==> src/nbm_pkg.sv <==
package nbm_pkg;

  // ---------------------------------------------------------------
  // Clock
  // ---------------------------------------------------------------
  localparam int CLK_MHZ = 200;

  // ---------------------------------------------------------------
  // Pin timing, in ns, and derived cycle counts
  // ---------------------------------------------------------------
  localparam int T_WP_NS = 12;
  localparam int T_ADL_NS = 70;
  localparam int T_REA_NS = 20;
  localparam int T_REH_NS = 10;
  localparam int T_WB_NS = 100;
  localparam int T_WHR_NS = 60;
  localparam int T_RHW_NS = 100;
  localparam logic [4:0] WLO_CYC = 5'((T_WP_NS * CLK_MHZ + 999) / 1000);
  localparam logic [4:0] WCYC = 5'((T_ADL_NS * CLK_MHZ + 999) / 1000);
  // Read strobe low also covers the two-stage input sampler and output flop
  localparam logic [4:0] RLO_CYC = 5'((T_REA_NS * CLK_MHZ + 999) / 1000 + 3);
  localparam logic [4:0] RCYC = 5'(RLO_CYC + 5'((T_REH_NS * CLK_MHZ + 999) / 1000));
  localparam logic [4:0] WB_CYC = 5'((T_WB_NS * CLK_MHZ + 999) / 1000);
  localparam logic [4:0] WHR_CYC = 5'((T_WHR_NS * CLK_MHZ + 999) / 1000);
  localparam logic [4:0] RHW_CYC = 5'((T_RHW_NS * CLK_MHZ + 999) / 1000);

  // ---------------------------------------------------------------
  // Busy maxima, in us (multiplied by CLK_MHZ to cycles, no rounding)
  // ---------------------------------------------------------------
  localparam int T_R_US = 25;
  localparam int T_PROG_US = 700;
  localparam int T_BERS_US = 10000;
  localparam int T_RST_US = 500;
  localparam int T_FEAT_US = 1;
  localparam logic [21:0] FEAT_TMO_CYC = 22'(T_FEAT_US * CLK_MHZ);

  // ---------------------------------------------------------------
  // Commands, status and array figures
  // ---------------------------------------------------------------
  localparam logic [7:0] CMD_READ1 = 8'h00;
  localparam logic [7:0] CMD_READ2 = 8'h30;
  localparam logic [7:0] CMD_PROG1 = 8'h80;
  localparam logic [7:0] CMD_PROG2 = 8'h10;
  localparam logic [7:0] CMD_ERASE1 = 8'h60;
  localparam logic [7:0] CMD_ERASE2 = 8'hd0;
  localparam logic [7:0] CMD_RESET = 8'hff;
  localparam logic [7:0] CMD_SETF = 8'hef;
  localparam logic [7:0] CMD_GETF = 8'hee;
  localparam logic [7:0] CMD_STATUS = 8'h70;
  localparam int STS_RDY_BIT = 5;
  localparam int STS_FAIL_BIT = 0;
  localparam logic [7:0] MARK_GOOD = 8'hff;
  localparam logic [11:0] SPARE_COL = 12'h800;
  localparam logic [9:0] ECC_CHUNK = 10'h210;
  localparam logic [2:0] PARTIAL_PROGRAM_LIMIT = 3'h4;
  localparam logic [11:0] FEAT_LEN = 12'h004;
  localparam int FIFO_WIDTH = 8;
  localparam int FIFO_DEPTH = 16;

  // ---------------------------------------------------------------
  // Operations and sequencer states
  // ---------------------------------------------------------------
  typedef enum logic [2:0] {
    OP_READ = 3'h0,
    OP_PROG = 3'h1,
    OP_ERASE = 3'h2,
    OP_RESET = 3'h3,
    OP_SETF = 3'h4,
    OP_GETF = 3'h5
  } nbm_op_e;

  typedef enum logic [3:0] {
    ST_IDLE = 4'h0,
    ST_CMD1 = 4'h1,
    ST_ADDR = 4'h2,
    ST_WDATA = 4'h3,
    ST_CMD2 = 4'h4,
    ST_WB = 4'h5,
    ST_BUSY = 4'h6,
    ST_SCMD = 4'h7,
    ST_WHR = 4'h8,
    ST_SREAD = 4'h9,
    ST_RDATA = 4'ha,
    ST_RHW = 4'hb,
    ST_DONE = 4'hc
  } nbm_state_e;

endpackage : nbm_pkg

==> src/nbm_fifo.sv <==
`timescale 1ns/1ps
module nbm_fifo #(
  parameter int WIDTH = 8,
  parameter int DEPTH = 16
) (
  input wire logic clk,
  input wire logic srst,
  input wire logic ce,
  input wire logic in_valid,
  output logic in_ready,
  input wire logic [WIDTH-1:0] in_data,
  output logic out_valid,
  input wire logic out_ready,
  output logic [WIDTH-1:0] out_data
);
  localparam int AW = $clog2(DEPTH);

  logic [WIDTH-1:0] mem_q [DEPTH];
  logic [AW-1:0] wp_q;
  logic [AW-1:0] rp_q;
  logic [AW:0] cnt_q;
  logic empty_q;
  logic [AW:0] cnt_d;
  wire push = in_valid && in_ready;
  wire pop = out_ready && !empty_q;

  assign out_valid = !empty_q;
  assign out_data = mem_q[rp_q];
  assign cnt_d = cnt_q + (AW+1)'(push) - (AW+1)'(pop);

  always_ff @(posedge clk) begin
    if (srst) begin
      wp_q <= '0;
      rp_q <= '0;
      cnt_q <= '0;
      in_ready <= 1'b1;
      empty_q <= 1'b1;
    end else if (ce) begin
      if (push) begin
        wp_q <= wp_q + 1'b1;
      end
      if (pop) begin
        rp_q <= rp_q + 1'b1;
      end
      cnt_q <= cnt_d;
      in_ready <= cnt_d != (AW+1)'(DEPTH);
      empty_q <= cnt_d == '0;
    end
  end

  always_ff @(posedge clk) begin
    if (ce && push) begin
      mem_q[wp_q] <= in_data;
    end
  end

endmodule : nbm_fifo

==> src/nbm_host.sv <==
// Contract
// - Busy falls within 100 ns of last write strobe; no command then.
// - Program one page at most four times before erasing its block.
// - Program pages within a block in strictly ascending order; code refuses only a page below the last programmed.
// - Read bad-block marks before any program or erase.
// - Read status after program or erase; retire failing blocks.
// - Correct at least one bit per 528 bytes read.
// - Replacement copies earlier pages, writes page n from buffer, marks bad.
// - Status bit 5 shows completion, polled with command 70h.
// - Write protect stays stable through an operation; low refuses changes.
`timescale 1ns/1ps
module nbm_host import nbm_pkg::*; #(
  parameter int unsigned READ_TMO_CYC = T_R_US * CLK_MHZ,
  parameter int unsigned PROG_TMO_CYC = T_PROG_US * CLK_MHZ,
  parameter int unsigned ERASE_TMO_CYC = T_BERS_US * CLK_MHZ,
  parameter int unsigned RESET_TMO_CYC = T_RST_US * CLK_MHZ
) (
  input wire logic clk,
  input wire logic srst,
  input wire logic ce,
  input wire logic cmd_valid,
  output logic cmd_ready,
  input wire logic [2:0] cmd_op,
  input wire logic [10:0] cmd_block,
  input wire logic [5:0] cmd_page,
  input wire logic [11:0] cmd_col,
  input wire logic [11:0] cmd_len,
  input wire logic wp_allow,
  input wire logic wr_valid,
  output logic wr_ready,
  input wire logic [7:0] wr_data,
  output logic rd_valid,
  output logic [7:0] rd_data,
  output logic done,
  output logic [7:0] status_byte,
  output logic err_timeout,
  output logic err_fail,
  output logic err_order,
  output logic err_nop,
  output logic err_refused,
  output logic mark_bad,
  output logic ecc_valid,
  output logic [17:0] ecc_syn,
  output logic nf_ce_n,
  output logic nf_cle,
  output logic nf_ale,
  output logic nf_we_n,
  output logic read_strobe_n,
  output logic nf_wp_n,
  output logic [7:0] nf_dq_o,
  output logic nf_dq_oe,
  input wire logic [7:0] nf_dq_i,
  input wire logic nf_rb_n
);

  // ---------------------------------------------------------------
  // State and input samplers
  // ---------------------------------------------------------------
  nbm_state_e state_q, state_d;
  nbm_op_e op_q;
  logic [10:0] blk_q;
  logic [5:0] pg_q;
  logic [11:0] col_q, len_q, cnt_q, cnt_d;
  logic [4:0] ph_q, ph_d;
  logic [2:0] ai_q, ai_d;
  logic [21:0] wt_q, wt_d;
  logic [1:0] rb_sync_q;
  logic [7:0] dq_s1_q, dq_s2_q;
  logic trk_vld_q;
  logic [10:0] trk_blk_q;
  logic [5:0] trk_pg_q;
  logic [2:0] trk_cnt_q;
  logic [9:0] ecc_idx_q, posx_q;
  logic [7:0] colx_q;
  logic fifo_v;
  logic [7:0] fifo_d;

  always_ff @(posedge clk) begin
    if (srst) begin
      rb_sync_q <= 2'h0;
      dq_s1_q <= 8'h00;
      dq_s2_q <= 8'h00;
    end else if (ce) begin
      rb_sync_q <= {rb_sync_q[0], nf_rb_n};
      dq_s1_q <= nf_dq_i;
      dq_s2_q <= dq_s1_q;
    end
  end

  // ---------------------------------------------------------------
  // Decode
  // ---------------------------------------------------------------
  wire nbm_op_e cop = nbm_op_e'(cmd_op);
  wire accept = cmd_valid && cmd_ready && state_q == ST_IDLE;
  wire same_blk = trk_vld_q && cmd_block == trk_blk_q;
  wire same_pg = same_blk && cmd_page == trk_pg_q;
  wire is_rw = cop == OP_READ || cop == OP_PROG;
  wire op_bad = cmd_op > 3'h5;
  wire prot_bad = (cop == OP_PROG || cop == OP_ERASE) && !wp_allow;
  wire order_bad = cop == OP_PROG && same_blk && cmd_page < trk_pg_q;
  wire nop_bad = cop == OP_PROG && same_pg && trk_cnt_q == PARTIAL_PROGRAM_LIMIT;
  wire refuse = op_bad || prot_bad || (is_rw && cmd_len == 12'h000);
  wire reject = refuse || order_bad || nop_bad;

  wire [16:0] row = {blk_q, pg_q};
  wire [7:0] cmd1_code = op_q == OP_READ ? CMD_READ1 : op_q == OP_PROG ? CMD_PROG1 :
                         op_q == OP_ERASE ? CMD_ERASE1 : op_q == OP_RESET ? CMD_RESET :
                         op_q == OP_SETF ? CMD_SETF : CMD_GETF;
  wire [7:0] cmd2_code = op_q == OP_READ ? CMD_READ2 : op_q == OP_PROG ? CMD_PROG2 : CMD_ERASE2;
  wire [2:0] n_addr = (op_q == OP_READ || op_q == OP_PROG) ? 3'h5 : op_q == OP_ERASE ? 3'h3 :
                      op_q == OP_RESET ? 3'h0 : 3'h1;
  wire [2:0] addr_sel = op_q == OP_ERASE ? ai_q + 3'h2 : ai_q;
  wire [7:0] addr_byte = addr_sel == 3'h0 ? col_q[7:0] : addr_sel == 3'h1 ? {4'h0, col_q[11:8]} :
                         addr_sel == 3'h2 ? row[7:0] : addr_sel == 3'h3 ? row[15:8] : {7'h00, row[16]};
  wire [21:0] tmo_lim = op_q == OP_READ || op_q == OP_GETF ? 22'(READ_TMO_CYC) :
                        op_q == OP_PROG ? 22'(PROG_TMO_CYC) : op_q == OP_ERASE ? 22'(ERASE_TMO_CYC) :
                        op_q == OP_RESET ? 22'(RESET_TMO_CYC) : FEAT_TMO_CYC;
  wire tmo = wt_q >= tmo_lim;
  wire polled = op_q != OP_READ && op_q != OP_GETF;
  wire wr_st = state_q == ST_CMD1 || state_q == ST_ADDR || state_q == ST_WDATA ||
               state_q == ST_CMD2 || state_q == ST_SCMD;
  wire rd_st = state_q == ST_SREAD || state_q == ST_RDATA;
  wire wstall = state_q == ST_WDATA && ph_q == 5'h00 && !fifo_v;
  wire pop = state_q == ST_WDATA && ph_q == 5'h00 && fifo_v;
  wire w_last = ph_q == WCYC - 5'h01;
  wire r_cap = rd_st && ph_q == RLO_CYC - 5'h01;
  wire r_last = ph_q == RCYC - 5'h01;
  wire [7:0] out_byte = state_q == ST_CMD1 ? cmd1_code : state_q == ST_ADDR ? addr_byte :
                        state_q == ST_WDATA ? fifo_d : state_q == ST_CMD2 ? cmd2_code : CMD_STATUS;
  wire dat_cap = r_cap && state_q == ST_RDATA;
  wire [7:0] colx_n = colx_q ^ dq_s2_q;
  wire [9:0] posx_n = posx_q ^ (^dq_s2_q ? ecc_idx_q : 10'h000);
  wire chunk_end = ecc_idx_q == ECC_CHUNK - 10'h001 || cnt_q == len_q - 12'h001;

  // ---------------------------------------------------------------
  // Sequencer
  // ---------------------------------------------------------------
  always_comb begin
    state_d = state_q;
    ph_d = ph_q + 5'h01;
    ai_d = ai_q;
    cnt_d = cnt_q;
    wt_d = wt_q + 22'h000001;
    unique case (state_q)
      ST_IDLE: begin
        ph_d = 5'h00;
        ai_d = 3'h0;
        cnt_d = 12'h000;
        wt_d = 22'h000000;
        if (accept) begin
          state_d = reject ? ST_DONE : ST_CMD1;
        end
      end
      ST_CMD1: if (w_last) begin
        ph_d = 5'h00;
        state_d = n_addr != 3'h0 ? ST_ADDR : ST_WB;
      end
      ST_ADDR: if (w_last) begin
        ph_d = 5'h00;
        ai_d = ai_q + 3'h1;
        if (ai_q == n_addr - 3'h1) begin
          state_d = (op_q == OP_PROG || op_q == OP_SETF) ? ST_WDATA :
                    op_q == OP_GETF ? ST_WB : ST_CMD2;
        end
      end
      ST_WDATA: begin
        if (wstall) begin
          ph_d = 5'h00;
        end else if (w_last) begin
          ph_d = 5'h00;
          cnt_d = cnt_q + 12'h001;
          if (cnt_q == len_q - 12'h001) begin
            state_d = op_q == OP_SETF ? ST_WB : ST_CMD2;
          end
        end
      end
      ST_CMD2: if (w_last) begin
        ph_d = 5'h00;
        state_d = ST_WB;
      end
      ST_WB: if (ph_q == WB_CYC - 5'h01) begin
        wt_d = 22'h000000;
        state_d = ST_BUSY;
      end
      ST_BUSY: begin
        ph_d = 5'h00;
        if (tmo) begin
          state_d = ST_RHW;
        end else if (rb_sync_q[1]) begin
          state_d = polled ? ST_SCMD : ST_WHR;
        end
      end
      ST_SCMD: if (w_last) begin
        ph_d = 5'h00;
        state_d = ST_WHR;
      end
      ST_WHR: if (ph_q == WHR_CYC - 5'h01) begin
        ph_d = 5'h00;
        state_d = polled ? ST_SREAD : ST_RDATA;
      end
      ST_SREAD: if (r_last) begin
        ph_d = 5'h00;
        if (status_byte[STS_RDY_BIT] || tmo) begin
          state_d = ST_RHW;
        end
      end
      ST_RDATA: if (r_last) begin
        ph_d = 5'h00;
        cnt_d = cnt_q + 12'h001;
        if (cnt_q == len_q - 12'h001) begin
          state_d = ST_RHW;
        end
      end
      ST_RHW: if (ph_q == RHW_CYC - 5'h01) begin
        state_d = ST_DONE;
      end
      ST_DONE: state_d = ST_IDLE;
      default: state_d = ST_IDLE;
    endcase
  end

  always_ff @(posedge clk) begin
    if (srst) begin
      state_q <= ST_IDLE;
      ph_q <= 5'h00;
      ai_q <= 3'h0;
      cnt_q <= 12'h000;
      wt_q <= 22'h000000;
      cmd_ready <= 1'b0;
    end else if (ce) begin
      state_q <= state_d;
      ph_q <= ph_d;
      ai_q <= ai_d;
      cnt_q <= cnt_d;
      wt_q <= wt_d;
      cmd_ready <= state_d == ST_IDLE;
    end
  end

  always_ff @(posedge clk) begin
    if (srst) begin
      op_q <= OP_READ;
      blk_q <= 11'h000;
      pg_q <= 6'h00;
      col_q <= 12'h000;
      len_q <= 12'h000;
    end else if (ce && accept) begin
      op_q <= cop;
      blk_q <= cmd_block;
      pg_q <= cmd_page;
      col_q <= cmd_col;
      len_q <= (cop == OP_SETF || cop == OP_GETF) ? FEAT_LEN : cmd_len;
    end
  end

  // ---------------------------------------------------------------
  // Block programming order tracker
  // ---------------------------------------------------------------
  always_ff @(posedge clk) begin
    if (srst) begin
      trk_vld_q <= 1'b0;
      trk_blk_q <= 11'h000;
      trk_pg_q <= 6'h00;
      trk_cnt_q <= 3'h0;
    end else if (ce && accept && !reject) begin
      if (cop == OP_PROG) begin
        trk_vld_q <= 1'b1;
        trk_blk_q <= cmd_block;
        trk_pg_q <= cmd_page;
        trk_cnt_q <= same_pg ? trk_cnt_q + 3'h1 : 3'h1;
      end else if (cop == OP_ERASE && same_blk) begin
        trk_vld_q <= 1'b0;
      end
    end
  end

  // ---------------------------------------------------------------
  // Results, read data and error syndrome
  // ---------------------------------------------------------------
  always_ff @(posedge clk) begin
    if (srst) begin
      done <= 1'b0;
      status_byte <= 8'h00;
      err_timeout <= 1'b0;
      err_fail <= 1'b0;
      err_order <= 1'b0;
      err_nop <= 1'b0;
      err_refused <= 1'b0;
      mark_bad <= 1'b0;
      rd_valid <= 1'b0;
      rd_data <= 8'h00;
    end else if (ce) begin
      done <= state_q == ST_DONE;
      rd_valid <= dat_cap;
      if (accept) begin
        status_byte <= 8'h00;
        err_timeout <= 1'b0;
        err_fail <= 1'b0;
        err_order <= order_bad;
        err_nop <= nop_bad;
        err_refused <= refuse;
        mark_bad <= 1'b0;
      end
      if (r_cap && state_q == ST_SREAD) begin
        status_byte <= dq_s2_q;
      end
      if (state_q == ST_SREAD && r_last && status_byte[STS_RDY_BIT] &&
          (op_q == OP_PROG || op_q == OP_ERASE)) begin
        err_fail <= status_byte[STS_FAIL_BIT];
      end
      if (((state_q == ST_BUSY) || (state_q == ST_SREAD && r_last && !status_byte[STS_RDY_BIT])) && tmo) begin
        err_timeout <= 1'b1;
      end
      if (dat_cap) begin
        rd_data <= dq_s2_q;
        if (cnt_q == 12'h000 && col_q == SPARE_COL && op_q == OP_READ) begin
          mark_bad <= dq_s2_q != MARK_GOOD;
        end
      end
    end
  end

  always_ff @(posedge clk) begin
    if (srst) begin
      ecc_idx_q <= 10'h000;
      colx_q <= 8'h00;
      posx_q <= 10'h000;
      ecc_syn <= 18'h00000;
      ecc_valid <= 1'b0;
    end else if (ce) begin
      ecc_valid <= dat_cap && chunk_end;
      if (accept || (dat_cap && chunk_end)) begin
        ecc_idx_q <= 10'h000;
        colx_q <= 8'h00;
        posx_q <= 10'h000;
      end else if (dat_cap) begin
        ecc_idx_q <= ecc_idx_q + 10'h001;
        colx_q <= colx_n;
        posx_q <= posx_n;
      end
      if (dat_cap && chunk_end) begin
        ecc_syn <= {posx_n, colx_n};
      end
    end
  end

  // ---------------------------------------------------------------
  // Pins
  // ---------------------------------------------------------------
  always_ff @(posedge clk) begin
    if (srst) begin
      nf_ce_n <= 1'b1;
      nf_cle <= 1'b0;
      nf_ale <= 1'b0;
      nf_we_n <= 1'b1;
      read_strobe_n <= 1'b1;
      nf_wp_n <= 1'b0;
      nf_dq_o <= 8'h00;
      nf_dq_oe <= 1'b0;
    end else if (ce) begin
      // Refused requests pass through the final state without selecting the device
      nf_ce_n <= state_q == ST_IDLE || state_q == ST_DONE;
      nf_cle <= state_q == ST_CMD1 || state_q == ST_CMD2 || state_q == ST_SCMD;
      nf_ale <= state_q == ST_ADDR;
      nf_we_n <= !(wr_st && !wstall && ph_q < WLO_CYC);
      read_strobe_n <= !(rd_st && ph_q < RLO_CYC);
      nf_dq_oe <= wr_st;
      if (wr_st && ph_q == 5'h00) begin
        nf_dq_o <= out_byte;
      end
      if (state_q == ST_IDLE) begin
        nf_wp_n <= wp_allow;
      end
    end
  end

  nbm_fifo #(
    .WIDTH(FIFO_WIDTH),
    .DEPTH(FIFO_DEPTH)
  ) u_wr_fifo (
    .clk(clk),
    .srst(srst),
    .ce(ce),
    .in_valid(wr_valid),
    .in_ready(wr_ready),
    .in_data(wr_data),
    .out_valid(fifo_v),
    .out_ready(pop),
    .out_data(fifo_d)
  );

endmodule : nbm_host

==> config.mk <==
export PLATFORM = sky130hd
export DESIGN_NAME = nbm_host
export DESIGN_NICKNAME = d
export VERILOG_FILES = /design/src/nbm_pkg.sv /design/src/nbm_fifo.sv /design/src/nbm_host.sv
export SDC_FILE = /design/constraint.sdc
export NUM_CORES = 1
export LEC_CHECK = 0
export ABC_AREA = 1
export CELL_PAD_IN_SITES_DETAIL_PLACEMENT = 2
export CELL_PAD_IN_SITES_GLOBAL_PLACEMENT = 2
export CORE_ASPECT_RATIO = 1.75
export CORE_MARGIN = 2
export CORE_UTILIZATION = 31
export DETAILED_ROUTE_END_ITERATION = 12
export DONT_BUFFER_PORTS = 1
export GPL_TIMING_DRIVEN = 1
export PLACE_DENSITY = 0.69
export SKIP_CTS_REPAIR_TIMING = 1
export SLEW_MARGIN = 40
export SYNTH_ARGS = -nofsm -noshare
export SYNTH_HDL_FRONTEND = slang
export SYNTH_SLANG_ARGS = --single-unit
==> constraint.sdc <==
create_clock -name clk -period 2.8 [get_ports clk]
set_clock_uncertainty 0.05 [all_clocks]
set_input_delay 0.28 -clock clk [delete_from_list [all_inputs] [get_ports clk]]
set_output_delay 0.28 -clock clk [all_outputs]
set_load 0.02 [all_outputs]
### Word level (Yosys, flattened, before mapping)

Memories as Yosys holds them, arrays and structs flattened. A register that Yosys moved wholly into a read port is not among the register bits.
Index checks and enable logic that the tools add are counted.
W data, S select, Z words.

| storage, ports and cells | value |
|---|---|
| RAM bits | 128 |
| flip-flop bits (word level) | 231 |
| bits of input ports | 67 |
| output and inout port bits | 60 |
| memories kept | 1 |
| word-level logic and storage cells | 297 |

| cells by class | value |
|---|---|
| bitwise logic cells | 2 |
| reduce and logical (&&, ||, !) cells | 102 |
| multiplexer cells | 85 |
| add/subtract/negate cells | 13 |
| equal/unequal tests | 43 |
| order comparisons | 5 |

Memory list:

| memory | depth | bits a word | read ports | clocked after Yosys merged registers in | write ports | RTL line | RTL |
|---|---|---|---|---|---|---|---|
| u_wr_fifo.mem_q | 16 | 8 | 1 | 1 | 1 | nbm_fifo.sv:18 | `logic [WIDTH-1:0] mem_q [DEPTH];` |

Operator list:

| operator | count |
|---|---|
| $mux W8 | 17 |
| $mux W4 | 22 |
| $mux W21 | 3 |
| $mux W10 | 5 |
| $mux W12 | 4 |
| $pmux W4 S12 | 1 |
| $pmux W22 S2 | 1 |
| $pmux W12 S3 | 1 |
| $logic_and A1 B1 Y1 | 35 |
| $reduce_and A2 Y1 | 13 |
| $mux W5 | 5 |
| $pmux W5 S5 | 1 |
| $logic_not A12 Y1 | 2 |
| $logic_or A1 B1 Y1 | 23 |
| $add A22 B1 Y22 const B | 1 |
| $ge A22 B21 Y1 | 1 |
| $mux W22 | 1 |
| $eq A4 B4 Y1 const B | 5 |
| $mux W3 | 6 |
| $mux W17 | 1 |
| $eq A4 B3 Y1 const B | 4 |
| $eq A3 B2 Y1 const B | 5 |
| $eq A3 B3 Y1 const B | 5 |
| $eq A5 B4 Y1 const B | 3 |
| 45 further kinds | 85 |

### Longest topological paths before layout

Gate-level depths: netlist (run 1).

| depth | value |
|---|---|
| depth after elaboration | 11 |
| gate-level depth with buffers | 22 |

### Modules after synthesis

Synthesis (run 1) repeated with hierarchy kept, for this count alone.

| unflattened totals | value |
|---|---|
| cell total of the unflattened synthesis | 2172 |
| area total of the unflattened synthesis | 17614.4 µm² |

Modules (own cells, without submodules):

| module | instances | cells an instance | area each (µm²) | sequential area each (µm²) |
|---|---|---|---|---|
| nbm_host | 1 | 1620 | 11344.6 | 4324.1 |
| nbm_fifo | 1 | 552 | 6269.8 | 4224.1 |

### Least setup slack after synthesis (run 1)

No wires, ideal clock.

| timing path | value |
|---|---|
| kind | register -> register |
| start point | register state_q[1] |
| end point | register u_wr_fifo.in_ready |
| setup slack | 0.081 ns |
| buffers on the path | 0 |
| clock period less this slack | 2.719 ns |
| cell stages (with the launch flop) | 15 |
| arrival | 2.544 ns |
| path through | dfxtp_1 -> nand2_1 -> nor2_1 -> inv_1 -> nor3_2 -> ha_1 -> inv_1 -> ha_1 -> inv_1 -> fa_1 -> inv_1 -> nor4_1 -> inv_1 -> o22ai_1 -> nand2_1 |

| on the way | value |
|---|---|
| cells in the longest elaborated chain, start to end | 6 |

RTL lines:

| item | RTL line | RTL |
|---|---|---|
| start, declared | nbm_host.sv:59 | `nbm_state_e state_q, state_d;` |
| start signal, assigned | nbm_host.sv:231 | `state_q <= state_d;` |
| $eq A4 B2 Y1 | nbm_host.sv:124 | `wire pop = state_q == ST_WDATA && ph_q == 5'h00 && fifo_v;` |
| $logic_and A1 B1 Y1 (2 in a row) | nbm_host.sv:124 |  |
| $logic_and A1 B1 Y1 | nbm_fifo.sv:25 | `wire pop = out_ready && !empty_q;` |
| $sub A5 B1 Y5 | nbm_fifo.sv:29 | `assign cnt_d = cnt_q + (AW+1)'(push) - (AW+1)'(pop);` |
| $ne A5 B5 Y1 | nbm_fifo.sv:46 | `in_ready <= cnt_d != (AW+1)'(DEPTH);` |
| end signal, assigned | nbm_fifo.sv:46 |  |
| end, declared | nbm_fifo.sv:10 | `output logic in_ready,` |

No other way between the ends.
A chain may end at the register's enable or synchronous reset.

### Final worst setup path (run 1)

| timing path | value |
|---|---|
| start point | register op_q[0] |
| end point | register cmd_ready |

| on the way | value |
|---|---|
| cells in the longest elaborated chain, start to end | 11 |

RTL lines:

| item | RTL line | RTL |
|---|---|---|
| start, declared | nbm_host.sv:60 | `nbm_op_e op_q;` |
| start signal, assigned | nbm_host.sv:248 | `op_q <= cop;` |
| $eq A3 B2 Y1 | nbm_host.sv:111, nbm_host.sv:117 |  |
| $mux W17 | nbm_host.sv:117 | `op_q == OP_RESET ? 22'(RESET_TMO_CYC) : FEAT_TMO_CYC;` |
| $mux W21 (2 in a row) | nbm_host.sv:116 | `op_q == OP_PROG ? 22'(PROG_TMO_CYC) : op_q == OP_ERASE ? 22'(ERASE_TMO_CYC) :` |
| $mux W21 | nbm_host.sv:115 | `wire [21:0] tmo_lim = op_q == OP_READ \|\| op_q == OP_GETF ? 22'(READ_TMO_CYC) :` |
| $ge A22 B21 Y1 | nbm_host.sv:118 | `wire tmo = wt_q >= tmo_lim;` |
| $logic_or A1 B1 Y1 | nbm_host.sv:203 | `if (status_byte[STS_RDY_BIT] \|\| tmo) begin` |
| $mux W4 | nbm_host.sv:203 |  |
| $mux W4 | nbm_host.sv:201 | `ST_SREAD: if (r_last) begin` |
| $pmux W4 S12 (*) | nbm_host.sv:144 | `unique case (state_q)` |
| $logic_not A4 Y1 (*) | nbm_host.sv:236 | `cmd_ready <= state_d == ST_IDLE;` |
| end signal, assigned | nbm_host.sv:229 | `cmd_ready <= 1'b0;` |
| end signal, assigned | nbm_host.sv:236 |  |
| end, declared | nbm_host.sv:22 | `output logic cmd_ready,` |

Mark *: on every way between the ends. The rest lies on a longest branch, timed or not.

==> results of run 1 <==
==> cell families (layout without fill, tap and decap cells) <==
group,Yosys count,after routing,share of synthesized area
xor+xnor,49,49,0.0251
other cells,0,2,0
flops,363,363,0.499
fa+ha+maj,50,50,0.0370
compound gates,443,443,0.145
simple gates,887,887,0.230
buf+inv,275,443,0.0641
==> metal layers <==
| layer | vias up | global-route usage |
|---|---|---|
| li1 | 7246 | - |
| met1 | 7637 | 0.211 |
| met2 | 283 | 0.464 |
| met3 | 123 | 0.0420 |
| met4 | 2 | 0.110 |
| met5 | - | 0 |
==> power by group <==
part / internal (W) / total (W) / switching (W) / leakage [nW]
Combinational: 0.000407 / 0.00114 / 0.000735 / 4.44
Sequential: 0.00555 / 0.00567 / 0.000122 / 3.06
Clock: 0.00321 / 0.00557 / 0.00236 / 0.654
Total: 0.00917 / 0.0124 / 0.00321 / 8.15
==> flip-flops by register name (all words and copies together) (netlist names), 6 cells and up, named ones only <==
register,cells
posx_q,10
dq_s2_q,8
nf_dq_o,8
pg_q,6
len_q,12
wt_q,22
blk_q,11
trk_pg_q,6
ecc_idx_q,10
rd_data,8
colx_q,8
trk_blk_q,11
u_wr_fifo.mem_q,128
col_q,12
status_byte,8
ecc_syn,18
cnt_q,12
dq_s1_q,8
==> cells in the mapped netlist (all sizes together), types with 8 or more instances <==
library cell | count | area, sq um
nor2 | 388 | 1570
nand2 | 297 | 1140
dfxtp | 235 | 4700
o21ai | 231 | 1170
inv | 191 | 717
edfxtp | 128 | 3840
a21oi | 126 | 634
nand3 | 85 | 455
clkbuf | 63 | 238
nor3 | 52 | 337
ha | 49 | 613
nand4 | 37 | 231
xor2 | 28 | 245
o221ai | 24 | 210
xnor2 | 21 | 184
buf | 18 | 128
o211ai | 15 | 113
o22ai | 11 | 68.8
nor4 | 9 | 68.8
a211oi | 8 | 60.1
==> layout make-up <==
cell class / instances / area (sq um) / area share
inverter: 194 / 736 / 0.0354
timing repair buffer: 182 / 1670 / 0.0801
tap: 696 / 871 / 0.0419
clock buffer: 49 / 1040 / 0.0501
multi-input combinational: 1429 / 7620 / 0.367
sequential: 363 / 8560 / 0.411
clock inverter: 18 / 297 / 0.0143
antenna: 2 / 5.00 / 0.000241
==> how the worst min path moves through the flow <==
stage,from,endpoint,slack [ns],cells after the start
4_1_cts,srst,cmd_ready$_SDFFE_PP0P_,-0.31,1
3_3_place_gp,srst,wt_q[1]$_SDFFE_PP0P_,0.31,1
2_1_floorplan,wr_data[0],u_wr_fifo.mem_q[0][0]$_DFFE_PP_,0.33,0
5_1_grt,cmd_len[5],len_q[5]$_SDFFE_PP0P_,0.007,4
6_report,cmd_len[5],len_q[5]$_SDFFE_PP0P_,-0.06,4
3_5_place_dp,srst,cmd_ready$_SDFFE_PP0P_,0.31,1
==> stage by stage <==
stage               total power (W)  std cells  hold WS, ns  cell area [sq um]
floorplan                   0.00635       2067        0.329              17100
global placement            0.00669       2778        0.307              18400
detailed placement          0.00673       2778        0.310              18400
CTS                          0.0123       2845       -0.306              19800
global route                 0.0128       2932      0.00741              20800
finish                       0.0124       2933      -0.0612              20800
==> worst register-to-register path, delay by kind of cell (launching register included) <==
family | cells | cell delay, ns
AO/OA/AOI/OAI | 2 | 0.52
adder cells (fa/ha/maj) | 1 | 0.30
buffers and inverters | 2 | 0.17
flip-flops | 1 | 0.39
AND/OR/NAND/NOR | 9 | 1.26
==> flow_metrics.env, run 1 <==
export IMPL_yosysSeqAreaShare=0.499
export IMPL_synth_nets=2184
export IMPL_ctsRootBufferMaster="clkbuf_16"
export IMPL_worst_setup_path_start_kind="flip-flop"
export IMPL_floorplan_initialDensity=0.312
export IMPL_htreeDepth=2
export IMPL_synth_edf_count=128
export IMPL_status="finished, violations left"
export IMPL_cp_cell_sequence="inv_1, nor2_2, inv_1, ha_1, nand2_1, o21ai_0, nand4_1, nand3_2, nor3_1, nor2_1, nand2_1, nor2_1, nand3_1, a21oi_1"
export IMPL_grt_pass1_wl_um=99000
export IMPL_yosys_warnings=0
export IMPL_timing_rr_end="cmd_ready$_SDFFE_PP0P_"
export IMPL_area_growth_pct=21.4
export IMPL_holdCritPathClass="in -> reg"
export IMPL_fin_tns_setup_ns=0
export IMPL_grt_pass1_vias=16700
export IMPL_whs_ns=-0.0612
export IMPL_track_usage=0.227
export IMPL_vias=15300
export IMPL_final_nets=2324
export IMPL_ant_nets=0
export IMPL_wl_met3_um=2680
export IMPL_fillers=6133
export IMPL_ys_async_sr_fraction=0
export IMPL_dr_max_layer_used="met5"
export IMPL_antenna_found_initial=2
export IMPL_drt_iter0_markers=587
export IMPL_path_class="reg -> reg"
export IMPL_clkTransAtPathRegs_ns=0.07
export IMPL_grt_ovfl_total=0
export IMPL_drc_errors=0
export IMPL_powerDensity_mw_per_mm2=596
export IMPL_arrival_ns=3.23
export IMPL_wl_met1_um=22800
export IMPL_synth_area_sq_mm=0.0171
export IMPL_viasPerCell=5.21
export IMPL_place_gp_congestion=0.856
export IMPL_dr_pass1_iters=4
export IMPL_ir_worst_vdd_uv=451
export IMPL_finalWorstSetupSlack_ns=0.0261
export IMPL_wl_um=67200
export IMPL_critPathTopFamily="simple AND/OR/NAND/NOR gates"
export IMPL_synth_ff_type="dfxtp_1"
export IMPL_reg2reg_setup_slack_ns=0.03
export IMPL_required_ns=3.26
export IMPL_rsz0062_at_grt="yes"
export IMPL_grt_max_degree=127
export IMPL_cts_tree="done"
export IMPL_r2r_start="op_q[0]$_SDFFE_PP0P_"
export IMPL_row_count=114
export IMPL_startpoint="op_q[0]$_SDFFE_PP0P_"
export IMPL_cts_made_buffers=37
export IMPL_dp_slack_ns=-0.0885
export IMPL_syn_inst=2067
export IMPL_crit_buf_inv=2
export IMPL_final_common_cell="nor2_1"
export IMPL_mostFrequentLayoutCells="354 x nor2_1, 282 x nand2_1, 230 x dfxtp_1, 225 x o21ai_0, 177 x inv_1"
export IMPL_endpoint="cmd_ready$_SDFFE_PP0P_"
export IMPL_power_leakage_nw=8.15
export IMPL_wl_per_cell_um=22.9
export IMPL_final_util=0.379
export IMPL_drive_gt1_frac=0.125
export IMPL_violations="negative hold slack"
export IMPL_drv_cap=0
export IMPL_fin_crit_ns=2.77
export IMPL_port_buffers=0
export IMPL_cp_max_fo=7
export IMPL_ys_ff_latch=363
export IMPL_fmax_mhz=361
export IMPL_worst_slew_pin_slew_ns=0.716
export IMPL_clock_latency_ns=0.58
export IMPL_pin_count=127
export IMPL_wl_met2_um=38600
export IMPL_final_hold_violation_count=6
export IMPL_synth_distinct_cells=56
export IMPL_cp_slowest_cell="o21ai_0"
export IMPL_clock_sinks=363
export IMPL_hpwl_um=48800
export IMPL_drv_slew=0
export IMPL_worstSetupEndpointType="flip-flop"
export IMPL_crit_cells=14
export IMPL_slowest_delay_ns=0.41
export IMPL_syn_area_per_cell_sq_um=8.29
export IMPL_reg2regPathDepth=14
export IMPL_die_w_um=182
export IMPL_core_area_sq_mm=0.0549
export IMPL_finalCritPeriodShare=0.991
export IMPL_max_slew_margin=0.521
export IMPL_finalSetupViolCount=0
export IMPL_die_y_um=315
export IMPL_die_area_sq_mm=0.0572
export IMPL_clk_path_buf_depth=3
Power figures use the tool's default switching activity.
==> run 2, diff against run 1 <==
--- a/config.mk
+++ b/config.mk
@@ -14,8 +14,7 @@
 export DETAILED_ROUTE_END_ITERATION = 12
 export DONT_BUFFER_PORTS = 1
 export GPL_TIMING_DRIVEN = 1
-export PLACE_DENSITY = 0.69
-export SKIP_CTS_REPAIR_TIMING = 1
+export PLACE_DENSITY = 0.79
 export SLEW_MARGIN = 40
 export SYNTH_ARGS = -nofsm -noshare
 export SYNTH_HDL_FRONTEND = slang
==> run 2 against run 1 <==
Against the previous run:
- the flow now finishes without violations
- combinational power about the same
- wire length increased by 0.40%
- hold slack better by 0.077 ns
- sequential share of layout area is 0.51 points higher
- clock power is 2% lower
- first-iteration DRC count increased by 23%
- critical path depth up 1
- power fell by 0.77%
- utilization is 0.46 points lower
- clock-buffer cell count shrank 2
- sequential power is essentially flat
- via count up 1.9%
- critical path type unchanged
- highest routed layer is now met4
==> flow_metrics.env, run 2 (synthesized netlist as in run 1, its figures left out) <==
export IMPL_cts_made_buffers=37
export IMPL_viasPerCell=5.35
export IMPL_drv_cap=0
export IMPL_drv_slew=0
export IMPL_totalPowerFinal_w=0.0123
export IMPL_area_growth_pct=20.0
export IMPL_fmax_mhz=366
export IMPL_finalCritPeriodShare=0.977
export IMPL_final_util=0.374
export IMPL_holdCritPathClass="in -> reg"
export IMPL_drt_iter0_markers=720
export IMPL_pin_count=127
export IMPL_worst_slew_pin_slew_ns=0.795
export IMPL_wl_um=67500
export IMPL_fin_crit_ns=2.73
export IMPL_finalNonFillerCells=2911
export IMPL_fillers=6095
export IMPL_row_count=114
export IMPL_finalSetupViolCount=0
export IMPL_ant_nets=0
export IMPL_grt_pass1_wl_um=103000
export IMPL_placed_area_sq_mm=0.0184
export IMPL_worst_setup_path_start_kind="flip-flop"
export IMPL_track_usage=0.233
export IMPL_place_gp_congestion=0.879
export IMPL_floorplan_initialDensity=0.312
export IMPL_clock_latency_ns=0.58
export IMPL_clk_path_buf_depth=3
export IMPL_drc_errors=0
export IMPL_required_ns=3.24
export IMPL_dp_cells=2772
export IMPL_grt_ovfl_total=0
export IMPL_clock_sinks=363
export IMPL_powerDensity_mw_per_mm2=598
export IMPL_clkTransAtPathRegs_ns=0.06
export IMPL_core_area_sq_mm=0.0549
export IMPL_status="completed"
export IMPL_design_area_sq_mm=0.0205
export IMPL_reg_top3="u_wr_fifo.mem_q (128), wt_q (22), ecc_syn (18)"
export IMPL_final_nets=2303
export IMPL_final_hold_violation_count=0
export IMPL_port_buffers=0
export IMPL_largest_reg_flops=128
export IMPL_die_area_sq_mm=0.0572
export IMPL_hpwl_um=47500
export IMPL_power_leakage_nw=8.03
export IMPL_drive_gt1_frac=0.124
export IMPL_die_y_um=315
export IMPL_max_slew_margin=0.469
export IMPL_worstSetupEndpointType="flip-flop"
export IMPL_ctsRootBufferMaster="clkbuf_16"
export IMPL_dr_pass1_iters=5
export IMPL_whs_ns=0.0154
export IMPL_final_common_cell="nor2_1"
export IMPL_antenna_found_initial=1
export IMPL_cts_tree="done"
export IMPL_ir_worst_vdd_uv=496
export IMPL_grt_max_degree=98
export IMPL_htreeDepth=2
export IMPL_mostFrequentLayoutCells="354 x nor2_1, 277 x nand2_1, 229 x dfxtp_1, 226 x o21ai_0, 175 x inv_1"
export IMPL_path_class="reg -> reg"
export IMPL_rsz0062_at_grt="yes"
export IMPL_cp_max_fo=3
export IMPL_wl_per_cell_um=23.2
export IMPL_max_flop_register="u_wr_fifo.mem_q"
export IMPL_grt_pass1_vias=17700
export IMPL_arrival_ns=3.18
export IMPL_die_w_um=182
export IMPL_vias=15600
[run 2: per-stage QoR]
stage / setup slack [ns] / TNS (ns)
floorplan: 0.0807 / 0
global placement: 0.105 / 0
detailed placement: -0.192 / -0.277
CTS: 0.000164 / 0
global route: -0.0811 / -0.221
finish: 0.0655 / 0
[run 2: final cells by class]
cell class              instances  area [sq um]  area share
clock inverters                19           278      0.0135
flip-flops and latches        363          8560       0.417
diodes                          2          5.00    0.000244
multi-input cells            1430          7640       0.372
inverters                     194           738      0.0359
repair buffers                160          1450      0.0705
clock buffers                  47          1000      0.0489
well taps                     696           871      0.0424
[run 2: per-layer routing]
layer,share of wire,vias up,track usage
met3,0.039,147,0.0367
met4,0.045,0,0.109
met1,0.36,7897,0.232
met2,0.56,323,0.465
met5,0,-,0
li1,-,7219,-
[run 2: worst max-delay path: stages (launching register included)]
cell and delay [ns]:
dfxtp_2 0.33, inv_2 0.09, nand2_4 0.08, nor2_4 0.12, inv_2 0.07, nor3_4 0.17, ha_1 0.26, inv_1 0.07
ha_2 0.19, inv_2 0.05, fa_2 0.40, xnor2_4 0.16, nor4_4 0.32, buf_4 0.16, a22oi_1 0.06, nand2_1 0.10
[run 2: path summary, 6_finish.rpt]
path	to	depth (start not counted)	from	slack (ns)
setup / recovery	u_wr_fifo.empty_q$_SDFFE_PP1P_	15	state_q[2]$_SDFFE_PP0P_	0.07
hold / removal	u_wr_fifo.cnt_q[3]$_SDFFE_PP0P_	3	ce	0.02
setup reg to reg	u_wr_fifo.empty_q$_SDFFE_PP1P_	15	state_q[2]$_SDFFE_PP0P_	0.07
hold reg to reg	trk_pg_q[3]$_SDFFE_PP0P_	2	trk_pg_q[3]$_SDFFE_PP0P_	0.41
[run 2: where the power goes]
part | switching [W] | leakage [nW] | internal, W
Combinational | 0.000738 | 4.34 | 0.000390
Clock | 0.00236 | 0.631 | 0.00313
Sequential | 0.000127 | 3.06 | 0.00555
Total | 0.00322 | 8.03 | 0.00907
[run 2: repair_timing]
item | in CTS | in global routing
hold endpoints to repair | 267 | 0
setup buffers | 1 | 4
hold buffers | 65 | 0
gates resized for setup | 15 | 39
cloned | 0 | 1
endpoints found under the setup margin | 4 | 53
pin swaps | 7 | 12
